**src/common/gas_param_map.vh**
```
`ifndef GAS_PARAM_MAP_VH
`define GAS_PARAM_MAP_VH

// register offsets (byte addresses)
`define GP_REG_CMD        8'h00
`define GP_REG_STATUS     8'h04
`define GP_REG_PARAM0     8'h08
`define GP_REG_PARAM_LAST 8'h20
`define GP_REG_VOC_STATE0 8'h24
`define GP_REG_VOC_STATE1 8'h28
`define GP_REG_MEAS_COUNT 8'h2c

// command register bits
`define GP_CMD_BEGIN      0
`define GP_CMD_STOP       1
`define GP_CMD_COMMIT     2
`define GP_CMD_RESET      3
`define GP_CMD_CLR_REJECT 4

// status register bits
`define GP_ST_MEASURE     0
`define GP_ST_LOADING     1
`define GP_ST_COMMITTING  2
`define GP_ST_DIRTY       3
`define GP_ST_REJECT      4
`define GP_ST_LEARNING    5
`define GP_ST_STATES_PEND 6
`define GP_ST_VOC_FREEZE  7
`define GP_ST_NOX_FREEZE  8

// parameter slots
`define GP_NUM_PARAMS     7
`define GP_IDX_TEMP       3'h0
`define GP_IDX_VOC_GATE   3'h1
`define GP_IDX_VOC_STD    3'h2
`define GP_IDX_VOC_GAIN   3'h3
`define GP_IDX_NOX_GATE   3'h4
`define GP_IDX_NOX_STD    3'h5
`define GP_IDX_NOX_GAIN   3'h6

// limits and defaults
`define GP_GATE_DEF       16'h00b4
`define GP_GATE_MIN       16'h0000
`define GP_GATE_MAX       16'h0bb8
`define GP_STD_DEF        16'h0032
`define GP_STD_MIN        16'h000a
`define GP_STD_MAX        16'h1388
`define GP_GAIN_DEF       16'h00e6
`define GP_GAIN_MIN       16'h0001
`define GP_GAIN_MAX       16'h03e8
`define GP_TEMP_DEF       16'h0000

// timing
`define GP_CLK_HZ         125000000
`define GP_SEC_CYCLES     27'd125000000
`define GP_MIN_SECONDS    6'd59
`define GP_LEARN_MIN      8'd90
`define GP_COMMIT_MS      500
`define GP_RESET_MS       100

`endif

```
**src/logic/gas_index_param_store_ctrl.v**
```verilog
// Summary of operation
// - gating duration 0..3000 minutes, default 180
// - freeze estimator while index high; 0 disables
// - initial std dev 10..5000, startup only
// - gain factor 1..1000, default 230
// - commit parameters to store within 500 ms
// - store accepted in idle and measure mode
// - after any reset, load committed parameters
// - restored states skip 90 minute learning phase
// - restored states applied at next measure start
// - state save and restore only for VOC
// - reset command replies, then restarts to idle; here a reset written while loading or before the last commit word is ignored
// - reset discards uncommitted values and states
// - temperature offset set only in idle
// - one measurement per second in measure mode
//
// The implementer's own choices: strobed register access and the register offsets.
`timescale 1ns/1ps
`include "gas_param_map.vh"

module gas_index_param_store_ctrl #(
  parameter [26:0] SEC_CYCLES = `GP_SEC_CYCLES
) (
  // clock and reset
  input  wire        clk,
  input  wire        resetn,
  // register port
  input  wire [7:0]  addr,
  input  wire [31:0] wdata,
  input  wire        wr,
  input  wire        rd,
  output reg  [31:0] rdata,
  // non-volatile store
  output reg         nvRdEn,
  output reg         nvWrEn,
  output reg  [2:0]  nvAddr,
  output reg  [15:0] nvWdata,
  input  wire [15:0] nvRdata,
  // processing firmware
  input  wire [1:0]  indexHigh,
  input  wire [31:0] vocStateIn0,
  input  wire [31:0] vocStateIn1,
  output reg         measuring,
  output reg         measureTick,
  output reg         startupPhase,
  output wire [1:0]  estimatorFreeze,
  output reg         vocStateLoad,
  output reg  [31:0] vocStateOut0,
  output reg  [31:0] vocStateOut1,
  output wire [15:0] tempOffset,
  output wire [15:0] vocGate,
  output wire [15:0] vocStdDev,
  output wire [15:0] vocGain,
  output wire [15:0] noxGate,
  output wire [15:0] noxStdDev,
  output wire [15:0] noxGain
);
  localparam [1:0] ST_LOAD    = 2'h0;
  localparam [1:0] ST_RUN     = 2'h1;
  localparam [1:0] ST_COMMIT  = 2'h2;
  localparam [1:0] ST_RESTART = 2'h3;
  reg  [1:0]  rstPipe;
  wire        rstn = rstPipe[1];

  reg  [1:0]  state;
  reg  [2:0]  idx;
  reg         loadCapture;
  reg  [2:0]  loadIdx;
  reg  [15:0] param [0:6];
  reg         dirty;
  reg         reject;
  reg         statesPending;
  reg  [31:0] restore0;
  reg  [31:0] restore1;
  reg         skipLearn;
  reg  [26:0] secCnt;
  reg  [5:0]  secOfMin;
  reg         minuteTick;
  reg  [7:0]  learnMin;
  reg  [31:0] measCount;
  function [15:0] defVal;
    input [2:0] i;
    begin
      case (i)
        `GP_IDX_VOC_GATE, `GP_IDX_NOX_GATE: defVal = `GP_GATE_DEF;
        `GP_IDX_VOC_STD,  `GP_IDX_NOX_STD:  defVal = `GP_STD_DEF;
        `GP_IDX_VOC_GAIN, `GP_IDX_NOX_GAIN: defVal = `GP_GAIN_DEF;
        default: defVal = `GP_TEMP_DEF;
      endcase
    end
  endfunction
  function inRange;
    input [2:0]  i;
    input [15:0] v;
    begin
      case (i)
        `GP_IDX_VOC_GATE, `GP_IDX_NOX_GATE: inRange = (v <= `GP_GATE_MAX);
        `GP_IDX_VOC_STD,  `GP_IDX_NOX_STD:  inRange = (v >= `GP_STD_MIN) && (v <= `GP_STD_MAX);
        `GP_IDX_VOC_GAIN, `GP_IDX_NOX_GAIN: inRange = (v >= `GP_GAIN_MIN) && (v <= `GP_GAIN_MAX);
        default: inRange = 1'b1;
      endcase
    end
  endfunction
  assign tempOffset = param[0];
  assign vocGate    = param[1];
  assign vocStdDev  = param[2];
  assign vocGain    = param[3];
  assign noxGate    = param[4];
  assign noxStdDev  = param[5];
  assign noxGain    = param[6];
  // register decode
  wire        running   = (state == ST_RUN);
  wire        cmdWr     = wr && (addr == `GP_REG_CMD);
  wire        paramHit  = (addr >= `GP_REG_PARAM0) && (addr <= `GP_REG_PARAM_LAST)
                          && (addr[1:0] == 2'h0);
  wire [7:0]  paramOff  = addr - `GP_REG_PARAM0;
  wire [2:0]  wrIdx     = paramOff[4:2];
  wire        paramWr   = wr && paramHit;
  wire        tempBlock = (wrIdx == `GP_IDX_TEMP) && measuring;
  wire        paramOk   = paramWr && running && !tempBlock && inRange(wrIdx, wdata[15:0]);
  wire        stateWr   = wr && ((addr == `GP_REG_VOC_STATE0) || (addr == `GP_REG_VOC_STATE1));
  wire        stateOk   = stateWr && running && !measuring;
  wire        paramBad  = (paramWr || stateWr) && !paramOk && !stateOk;
  wire        beginCmd  = cmdWr && running && wdata[`GP_CMD_BEGIN] && !measuring;
  wire        stopCmd   = cmdWr && running && wdata[`GP_CMD_STOP];
  wire        commitCmd = cmdWr && running && wdata[`GP_CMD_COMMIT];
  wire        resetCmd  = cmdWr && wdata[`GP_CMD_RESET];
  wire        restart   = (state == ST_RESTART);
  always @(posedge clk or negedge resetn) begin
    if (!resetn) begin
      rstPipe <= 2'h0;
    end else begin
      rstPipe <= {rstPipe[0], 1'b1};
    end
  end
  // load, commit and restart sequencing
  always @(posedge clk or negedge rstn) begin
    if (!rstn) begin
      state       <= ST_LOAD;
      idx         <= 3'h0;
      nvRdEn      <= 1'b0;
      nvWrEn      <= 1'b0;
      nvAddr      <= 3'h0;
      nvWdata     <= 16'h0000;
      loadCapture <= 1'b0;
      loadIdx     <= 3'h0;
    end else begin
      nvRdEn      <= 1'b0;
      nvWrEn      <= 1'b0;
      loadCapture <= nvRdEn;
      loadIdx     <= nvAddr;
      case (state)
        ST_LOAD: begin
          // one read per cycle, data captured the cycle after
          if (!nvRdEn && !loadCapture && idx == 3'h0) begin
            nvRdEn <= 1'b1;
            nvAddr <= 3'h0;
            idx    <= 3'h1;
          end else if (idx != 3'h0 && idx < `GP_NUM_PARAMS) begin
            nvRdEn <= 1'b1;
            nvAddr <= idx;
            idx    <= idx + 3'h1;
          end else if (idx == `GP_NUM_PARAMS && !nvRdEn && !loadCapture) begin
            idx   <= 3'h0;
            state <= ST_RUN;
          end
        end
        ST_RUN: begin
          if (resetCmd) begin
            state <= ST_RESTART;
          end else if (commitCmd && dirty) begin
            state <= ST_COMMIT;
            idx   <= 3'h0;
          end
        end
        ST_COMMIT: begin
          // seven words, far inside the 500 ms budget
          nvWrEn  <= 1'b1;
          nvAddr  <= idx;
          nvWdata <= param[idx];
          if (idx == `GP_NUM_PARAMS - 1) begin
            idx   <= 3'h0;
            state <= resetCmd ? ST_RESTART : ST_RUN;
          end else begin
            idx <= idx + 3'h1;
          end
        end
        ST_RESTART: begin
          idx   <= 3'h0;
          state <= ST_LOAD;
        end
        default: state <= ST_LOAD;
      endcase
    end
  end

  // working parameters
  integer k;
  always @(posedge clk or negedge rstn) begin
    if (!rstn) begin
      for (k = 0; k < `GP_NUM_PARAMS; k = k + 1) begin
        param[k] <= defVal(k[2:0]);
      end
    end else if (restart) begin
      for (k = 0; k < `GP_NUM_PARAMS; k = k + 1) begin
        param[k] <= defVal(k[2:0]);
      end
    end else if (loadCapture) begin
      // an out-of-range word falls back to the default; any temperature word is kept
      param[loadIdx] <= inRange(loadIdx, nvRdata) ? nvRdata : defVal(loadIdx);
    end else if (paramOk) begin
      param[wrIdx] <= wdata[15:0];
    end
  end

  // flags and restored states
  always @(posedge clk or negedge rstn) begin
    if (!rstn) begin
      dirty         <= 1'b0;
      reject        <= 1'b0;
      statesPending <= 1'b0;
      restore0      <= 32'h00000000;
      restore1      <= 32'h00000000;
    end else if (restart) begin
      dirty         <= 1'b0;
      reject        <= 1'b0;
      statesPending <= 1'b0;
    end else begin
      if (paramOk) begin
        dirty <= 1'b1;
      end else if (state == ST_COMMIT && idx == `GP_NUM_PARAMS - 1) begin
        dirty <= 1'b0;
      end
      // a new refusal wins over a clear in the same cycle
      if (paramBad) begin
        reject <= 1'b1;
      end else if (cmdWr && wdata[`GP_CMD_CLR_REJECT]) begin
        reject <= 1'b0;
      end
      if (stateOk) begin
        statesPending <= 1'b1;
        if (addr == `GP_REG_VOC_STATE0) begin
          restore0 <= wdata;
        end else begin
          restore1 <= wdata;
        end
      end else if (beginCmd) begin
        statesPending <= 1'b0;
      end
    end
  end

  // measure mode and time base
  always @(posedge clk or negedge rstn) begin
    if (!rstn) begin
      measuring    <= 1'b0;
      measureTick  <= 1'b0;
      minuteTick   <= 1'b0;
      secCnt       <= 27'h0000000;
      secOfMin     <= 6'h00;
      learnMin     <= 8'h00;
      skipLearn    <= 1'b0;
      startupPhase <= 1'b0;
      vocStateLoad <= 1'b0;
      vocStateOut0 <= 32'h00000000;
      vocStateOut1 <= 32'h00000000;
      measCount    <= 32'h00000000;
    end else begin
      measureTick  <= 1'b0;
      minuteTick   <= 1'b0;
      vocStateLoad <= 1'b0;
      if (restart || stopCmd) begin
        measuring    <= 1'b0;
        startupPhase <= 1'b0;
        secCnt       <= 27'h0000000;
        secOfMin     <= 6'h00;
      end else if (beginCmd) begin
        measuring    <= 1'b1;
        secCnt       <= 27'h0000000;
        secOfMin     <= 6'h00;
        learnMin     <= 8'h00;
        skipLearn    <= statesPending;
        startupPhase <= !statesPending;
        vocStateLoad <= statesPending;
        vocStateOut0 <= restore0;
        vocStateOut1 <= restore1;
      end else if (measuring) begin
        // free-running: result reads do not touch the cadence
        if (secCnt == SEC_CYCLES - 27'h1) begin
          secCnt      <= 27'h0000000;
          measureTick <= 1'b1;
          measCount   <= measCount + 32'h1;
          if (secOfMin == `GP_MIN_SECONDS) begin
            secOfMin   <= 6'h00;
            minuteTick <= 1'b1;
          end else begin
            secOfMin <= secOfMin + 6'h01;
          end
        end else begin
          secCnt <= secCnt + 27'h1;
        end
        if (minuteTick && learnMin != `GP_LEARN_MIN) begin
          learnMin <= learnMin + 8'h01;
        end
        startupPhase <= !skipLearn && (learnMin != `GP_LEARN_MIN);
      end
    end
  end

  // gating per algorithm: VOC then NOx
  genvar g;
  generate
    for (g = 0; g < 2; g = g + 1) begin : gating
      wire [15:0] limit = param[1 + 3 * g];
      reg  [11:0] highMin;
      reg         frz;
      always @(posedge clk or negedge rstn) begin
        if (!rstn) begin
          highMin <= 12'h000;
          frz     <= 1'b0;
        end else if (restart || !measuring || !indexHigh[g]) begin
          highMin <= 12'h000;
          frz     <= 1'b0;
        end else begin
          if (minuteTick && {4'h0, highMin} < limit) begin
            highMin <= highMin + 12'h001;
          end
          // zero limit never freezes
          frz <= (limit != `GP_GATE_MIN) && ({4'h0, highMin} < limit);
        end
      end
      assign estimatorFreeze[g] = frz;
    end
  endgenerate
  // read data, valid the cycle after the strobe
  wire [31:0] status = {23'h000000,
                        estimatorFreeze[1], estimatorFreeze[0],
                        statesPending, startupPhase, reject, dirty,
                        state == ST_COMMIT, state == ST_LOAD || restart,
                        measuring};
  always @(posedge clk or negedge rstn) begin
    if (!rstn) begin
      rdata <= 32'h00000000;
    end else if (rd) begin
      if (addr == `GP_REG_STATUS) begin
        rdata <= status;
      end else if (paramHit) begin
        rdata <= {16'h0000, param[wrIdx]};
      end else if (addr == `GP_REG_VOC_STATE0) begin
        rdata <= vocStateIn0;
      end else if (addr == `GP_REG_VOC_STATE1) begin
        rdata <= vocStateIn1;
      end else if (addr == `GP_REG_MEAS_COUNT) begin
        rdata <= measCount;
      end else begin
        rdata <= 32'h00000000;
      end
    end else begin
      rdata <= 32'h00000000;
    end
  end

endmodule

```
**config.mk**
```make
export PLATFORM = sky130hd
export DESIGN_NAME = gas_index_param_store_ctrl
export DESIGN_NICKNAME = d
export VERILOG_FILES = /design/src/logic/gas_index_param_store_ctrl.v
export VERILOG_INCLUDE_DIRS = /design/src /design/src/common
export SDC_FILE = /design/constraint.sdc
export NUM_CORES = 1
export LEC_CHECK = 0
export BUFFER_PORTS_ARGS = -buffer_cell sky130_fd_sc_hd__buf_2
export CORE_MARGIN = 3
export CORE_UTILIZATION = 45
export DETAILED_ROUTE_END_ITERATION = 10
export PLACE_DENSITY = 0.66
export SYNTH_ARGS = -nofsm -noshare
export SYNTH_HDL_FRONTEND = slang
export SYNTH_SLANG_ARGS = --single-unit
```
**constraint.sdc**
```tcl
create_clock -name clk -period 14.28 [get_ports clk]
set_clock_uncertainty 0.05 [all_clocks]
set_input_delay 2.856 -clock clk [delete_from_list [all_inputs] [get_ports clk]]
set_output_delay 2.856 -clock clk [all_outputs]
set_load 0.05 [all_outputs]
```
==> qor.yml, run 1 <==
antenna_found_initial: 7
cts-htree-levels: 2
min_delay_path_depth: 0
cts_tree: "built"
grt_pass1_wl_um: 111000
rows: 79
drive_gt1_share_pct: 30.5
r2r_cells: 8
grt.total_usage_pct: 28.4
path_clk_slew_ns: 0.06
ctsResizeCount: 0
die_w_um: 226
syn_area_um2: 21700
ir_worst_vdd_v: 0.000160
maxSlewHeadroom_pct: 14.9
cts_buffers: 46
synth_ff_type: "dfrtp_1"
grt_max_degree: 175
maxSlewViolCount: 0
powerDensity_nw_per_um2: 192
antenna_left: 0
timing.rr.end: "measCount[31]$_DFFE_PN0P_"
final_core_util_pct: 54.2
crit_type: "in2reg"
rsz0062_at_grt: "false"
hold_viol: 0
dp.final_hpwl_um: 53300
async_reset_ff_share_pct: 100
critical_path.startpoint_type: "primary input"
synth_warnings: 0
grt_remaining_overflow: 0
finalNetCount: 2565
synth_seq_cells: 412
ys_seq_area_share_pct: 47.7
core_area_um2: 47100
tightest_slew_ns: 1.27
cp_max_fo: 67
synth-edff-count: 0
max_freq_mhz: 162
numClockSinks: 412
post_synth.cell_area_avg_um2: 10.4
vias: 18600
rrSetupSlack_ns: 10.73
drt-total-wl_um: 73700
die_area_um2: 50900
n_fill_cell: 4146
r2r-start: "state[0]$_DFFE_PN0P_"
post_cts_buffers: 0
port_buffers: 360
ctsLongestPathBuffers: 3
hold_path.startpoint: "rstPipe[0]$_DFF_PN0_"
drt_pre_antenna_iters: 8
fin_cells: 3045
holdWs_ns: 0.292
drc: 0
setup_tns_ns: 0
status: "complete, no violations"
leakagePower_uw: 0.0122
clock-root-buffer: "clkbuf_16"
final_common_cell: "dfrtp_1"
setup_viol: 0
via_per_inst: 6.10
drv_cap: 0
holdPathEnd: "rstPipe[1]$_DFF_PN0_"
hold_path.class: "reg2reg"
fin_crit_sh_pct: 43.2
layout_common_cells: "dfrtp_1 (386), buf_2 (359), nor2_1 (237)"
placed_cells: 2957
cp-end-kind: "flop"
ys_types: 82
initial_core_util_pct: 46.1
die_y_um: 226
grt_pass1_vias: 18200
ioPinCount: 361
wl_per_cell_um: 24.2
hold_buffers: 0
syn-instance-count: 2096
dr.first_iter.drc_count: 2098
total_power_uw: 4900
worstPathArrival_ns: 6.57
syn_to_final_growth_pct: 17.6
synth_nets: 2263
place.gp.congestion: 0.967
crit_required_ns: 14.69
clkLatencyLatePin_ns: 0.60
finalCriticalPeriod_ns: 6.16
==> per-stage QoR <==
stage	setup slack, ns	area [um^2]
after global routing	7.81	25500
final	8.12	25500
after detailed placement	7.59	23900
after CTS	8.20	25500
after floorplan	1.94	21700
after global placement	7.65	23900
==> flip-flops by register name (all words and copies together) (netlist names), 2 cells and up <==
name	flops
measCount	32
rdata	32
restore0	32
restore1	32
vocStateOut0	32
vocStateOut1	32
secCnt	27
gating.highMin	24
noxGain	16
noxGate	16
noxStdDev	16
nvWdata	16
tempOffset	16
vocGain	16
vocGate	16
vocStdDev	16
learnMin	8
secOfMin	6
idx	3
loadIdx	3
nvAddr	3
gating.frz	2
rstPipe	2
state	2
==> power by group <==
group | internal (uW) | total, uW | switching [uW]
registers | 1380 | 1700 | 323
logic | 581 | 1970 | 1380
clock network | 734 | 1230 | 493
total | 2690 | 4900 | 2200
==> kinds of logic after synthesis <==
family	after synthesis	synth area share (%)
AO/OA/AOI/OAI	419	13.0
other	1	0.0173
multiplexers	288	16.3
XOR/XNOR	55	2.22
AND/OR/NAND/NOR	694	15.0
buffers and inverters	186	3.54
adder cells (fa/ha/maj)	41	2.36
flip-flops	412	47.7
==> worst max-delay path: stages <==
cell	delay, ns
buf_4	0.52
buf_4	0.74
xor2_1	0.15
nor3_1	0.22
o311ai_0	0.18
a31o_2	0.48
o311ai_4	0.94
mux2_2	0.42
==> per-layer routing <==
layer  up-vias  track usage (%)  routed length, um
met2      1026             45.0              33700
met1      9141             37.4              29200
met4         6             11.5               2930
met3       208             7.40               7780
li1       8185                -                  -
met5         -                0                 48
==> how the worst max path moves through the flow <==
stage | start | endpoint | slack (ns) | cells past startpoint
final | addr[2] | vocGate[12]$_DFFE_PN0P_ | 8.12 | 8
after global routing | addr[6] | rdata[23]$_DFF_PN0_ | 7.81 | 7
after CTS | addr[2] | vocGate[12]$_DFFE_PN0P_ | 8.20 | 8
after detailed placement | addr[2] | vocGate[12]$_DFFE_PN0P_ | 7.59 | 8
after global placement | addr[2] | vocGate[14]$_DFFE_PN0P_ | 7.65 | 8
after floorplan | rstPipe[1]$_DFF_PN0_ | dirty$_DFFE_PN0P_ | 1.94 | 0
==> area by class of cell <==
| class | instances | area, um^2 | area share (%) |
|---|---|---|---|
| antenna | 3 | 7.51 | 0.0294 |
| clock buffer | 69 | 1360 | 5.32 |
| clock inverter | 16 | 224 | 0.878 |
| inverter | 61 | 229 | 0.898 |
| multi-input combinational | 1498 | 10600 | 41.6 |
| sequential | 412 | 10300 | 40.6 |
| tap | 607 | 759 | 2.98 |
| timing repair buffer | 379 | 1970 | 7.73 |
==> cell usage after synthesis, drive strengths merged, types with 21 or more instances <==
cell	number	area share, %
a21oi	112	2.6
a31oi	23	0.66
and3	23	0.66
buf	40	1.0
clkbuf	85	1.5
dfrtp	388	45
dfstp	24	2.9
ha	41	2.4
inv	60	1.0
mux2	196	10
mux2i	60	2.8
mux4	32	3.3
nand2	195	3.4
nand3	62	1.4
nand4	37	1.1
nor2	237	4.1
nor2b	21	0.61
nor3	26	0.62
o21ai	112	2.6
xnor2	32	1.3
xor2	23	0.93
No activity file was read; power rests on OpenSTA's default activity.
==> run 2, diff against run 1 <==
==> constraint.sdc (replaced) <==
create_clock -name clk -period 6 [get_ports clk]
set_clock_uncertainty 0.05 [all_clocks]
set_input_delay 1.2 -clock clk [delete_from_list [all_inputs] [get_ports clk]]
set_output_delay 1.2 -clock clk [all_outputs]
set_load 0.05 [all_outputs]
==> run 2 against run 1 <==
Against the previous run: combinational power rose by 140%; clock power increased by 130%; worst setup slack worse by 6.1 ns; sequential cell count unchanged.
==> qor.yml, run 2 (synthesis gave the netlist of run 1 again) <==
vias: 18500
crit_required_ns: 6.41
place.gp.congestion: 0.962
die_w_um: 226
clkLatencyLatePin_ns: 0.58
status: "complete, no violations"
dr.first_iter.drc_count: 2063
numClockSinks: 412
post_cts_buffers: 0
maxSlewHeadroom_pct: 21.5
cts_buffers: 46
powerDensity_nw_per_um2: 453
antenna_left: 0
worstPathArrival_ns: 4.44
ctsLongestPathBuffers: 3
clock-root-buffer: "clkbuf_16"
dp.final_hpwl_um: 54100
n_fill_cell: 4173
drt-total-wl_um: 74100
finalNetCount: 2576
multi_input_area_um2: 10600
rows: 79
drc: 0
leakagePower_uw: 0.0122
setup_tns_ns: 0
antenna_found_initial: 5
grt.total_usage_pct: 28.6
fin_crit_sh_pct: 67.1
core_area_um2: 47100
cp-end-kind: "flop"
die_y_um: 226
max_freq_mhz: 248
die_area_um2: 50900
syn_to_final_growth_pct: 17.7
via_per_inst: 6.04
grt_pass1_vias: 18200
tightest_slew_ns: 1.17
initial_core_util_pct: 46.1
grt_pass1_wl_um: 112000
drv_cap: 0
crit_type: "in2reg"
hold_viol: 0
setup_viol: 0
maxSlewViolCount: 0
ir_worst_vdd_v: 0.000323
port_buffers: 360
ioPinCount: 361
final_common_cell: "dfrtp_1"
final-seq-area_um2: 10300
ctsResizeCount: 0
total_power_uw: 11600
grt_remaining_overflow: 0
path_clk_slew_ns: 0.06
critical_path.startpoint_type: "primary input"
hold_buffers: 0
cts-htree-levels: 2
rsz0062_at_grt: "false"
cts_tree: "built"
cp_max_fo: 36
grt_max_degree: 137
layout_common_cells: "dfrtp_1 (386), buf_2 (359), nor2_1 (237)"
hold_path.class: "reg2async"
finalCriticalPeriod_ns: 4.03
wl_per_cell_um: 24.3
drt_pre_antenna_iters: 9
drive_gt1_share_pct: 30.6
run 2: changes by cell type in the layout (fill, tap and decap cells not counted):
| cell | change |
|---|---|
| a21oi_2 | -1 |
| a21oi_1 | +1 |
| clkbuf_1 | +5 |
| clkinv_16 | -1 |
| buf_4 | +10 |
| clkinv_2 | -4 |
| clkbuf_8 | +1 |
| clkinvlp_4 | +2 |
| bufinv_16 | -3 |
| clkbuf_16 | +1 |
| buf_12 | +1 |
run 2: critical path, cell delays in order:
cell and delay, ns:
buf_2 0.10, inv_1 0.05, buf_4 0.22, ha_1 0.37, buf_4 0.35, nand2_1 0.10, a32o_1 0.29, a31oi_1 0.14
a31o_2 0.50, o311a_1 0.71, nor3_1 0.10, a221o_1 0.29
run 2: final timing paths:
path                                       from                          endpoint  slack (ns)  cells past startpoint
setup / recovery                        addr[3]          noxStdDev[3]$_DFFE_PN0P_        1.97                     12
hold / removal             rstPipe[1]$_DFF_PN0_  gating[1].highMin[2]$_DFFE_PN0P_        0.23                      0
setup reg to reg           state[0]$_DFFE_PN0P_         measCount[31]$_DFFE_PN0P_        2.33                      7
hold reg to reg            rstPipe[1]$_DFF_PN0_  gating[1].highMin[2]$_DFFE_PN0P_        0.23                      0
max in group asynchronous  rstPipe[1]$_DFF_PN0_            secCnt[21]$_DFFE_PN0P_        4.42                      1
min in group clk           rstPipe[0]$_DFF_PN0_              rstPipe[1]$_DFF_PN0_        0.29                      0
run 2: metrics by stage:
stage	hold slack [ns]	utilization, %	worst slack, ns	std cells	instance area (um^2)
final	0.225	54.3	1.97	3057	25500
after global placement	0.239	51.0	1.50	2968	24000
after CTS	0.249	54.2	2.03	3054	25500
after detailed placement	0.240	51.0	1.40	2968	24000
after global routing	0.268	54.3	1.74	3056	25500
after floorplan	0.281	-	1.45	2096	21700
run 2: cell type report:
class	instances	area share (%)
multi-input cells	1498	41.6
flip-flops and latches	412	40.5
repair buffers	390	8.10
clock buffers	76	5.54
well taps	607	2.97
inverters	61	0.897
clock inverters	10	0.387
diodes	3	0.0294
run 2: report_power, final:
group	leakage (uW)	total, uW	switching (uW)	internal (uW)
Sequential	0.00548	4050	770	3280
Clock	0.000740	2840	1180	1660
Combinational	0.00599	4690	3290	1390
run 2: metal layers:
| layer | part of all wire, % | vias up | wire length (um) | global-route usage, % |
|---|---|---|---|---|
| met5 | 0.0094 | - | 7 | 0 |
| met4 | 4.0 | 2 | 2940 | 12.3 |
| met3 | 9.8 | 183 | 7260 | 8.15 |
| met2 | 46 | 912 | 34400 | 45.3 |
| met1 | 40 | 9134 | 29600 | 36.9 |
| li1 | - | 8233 | - | - |
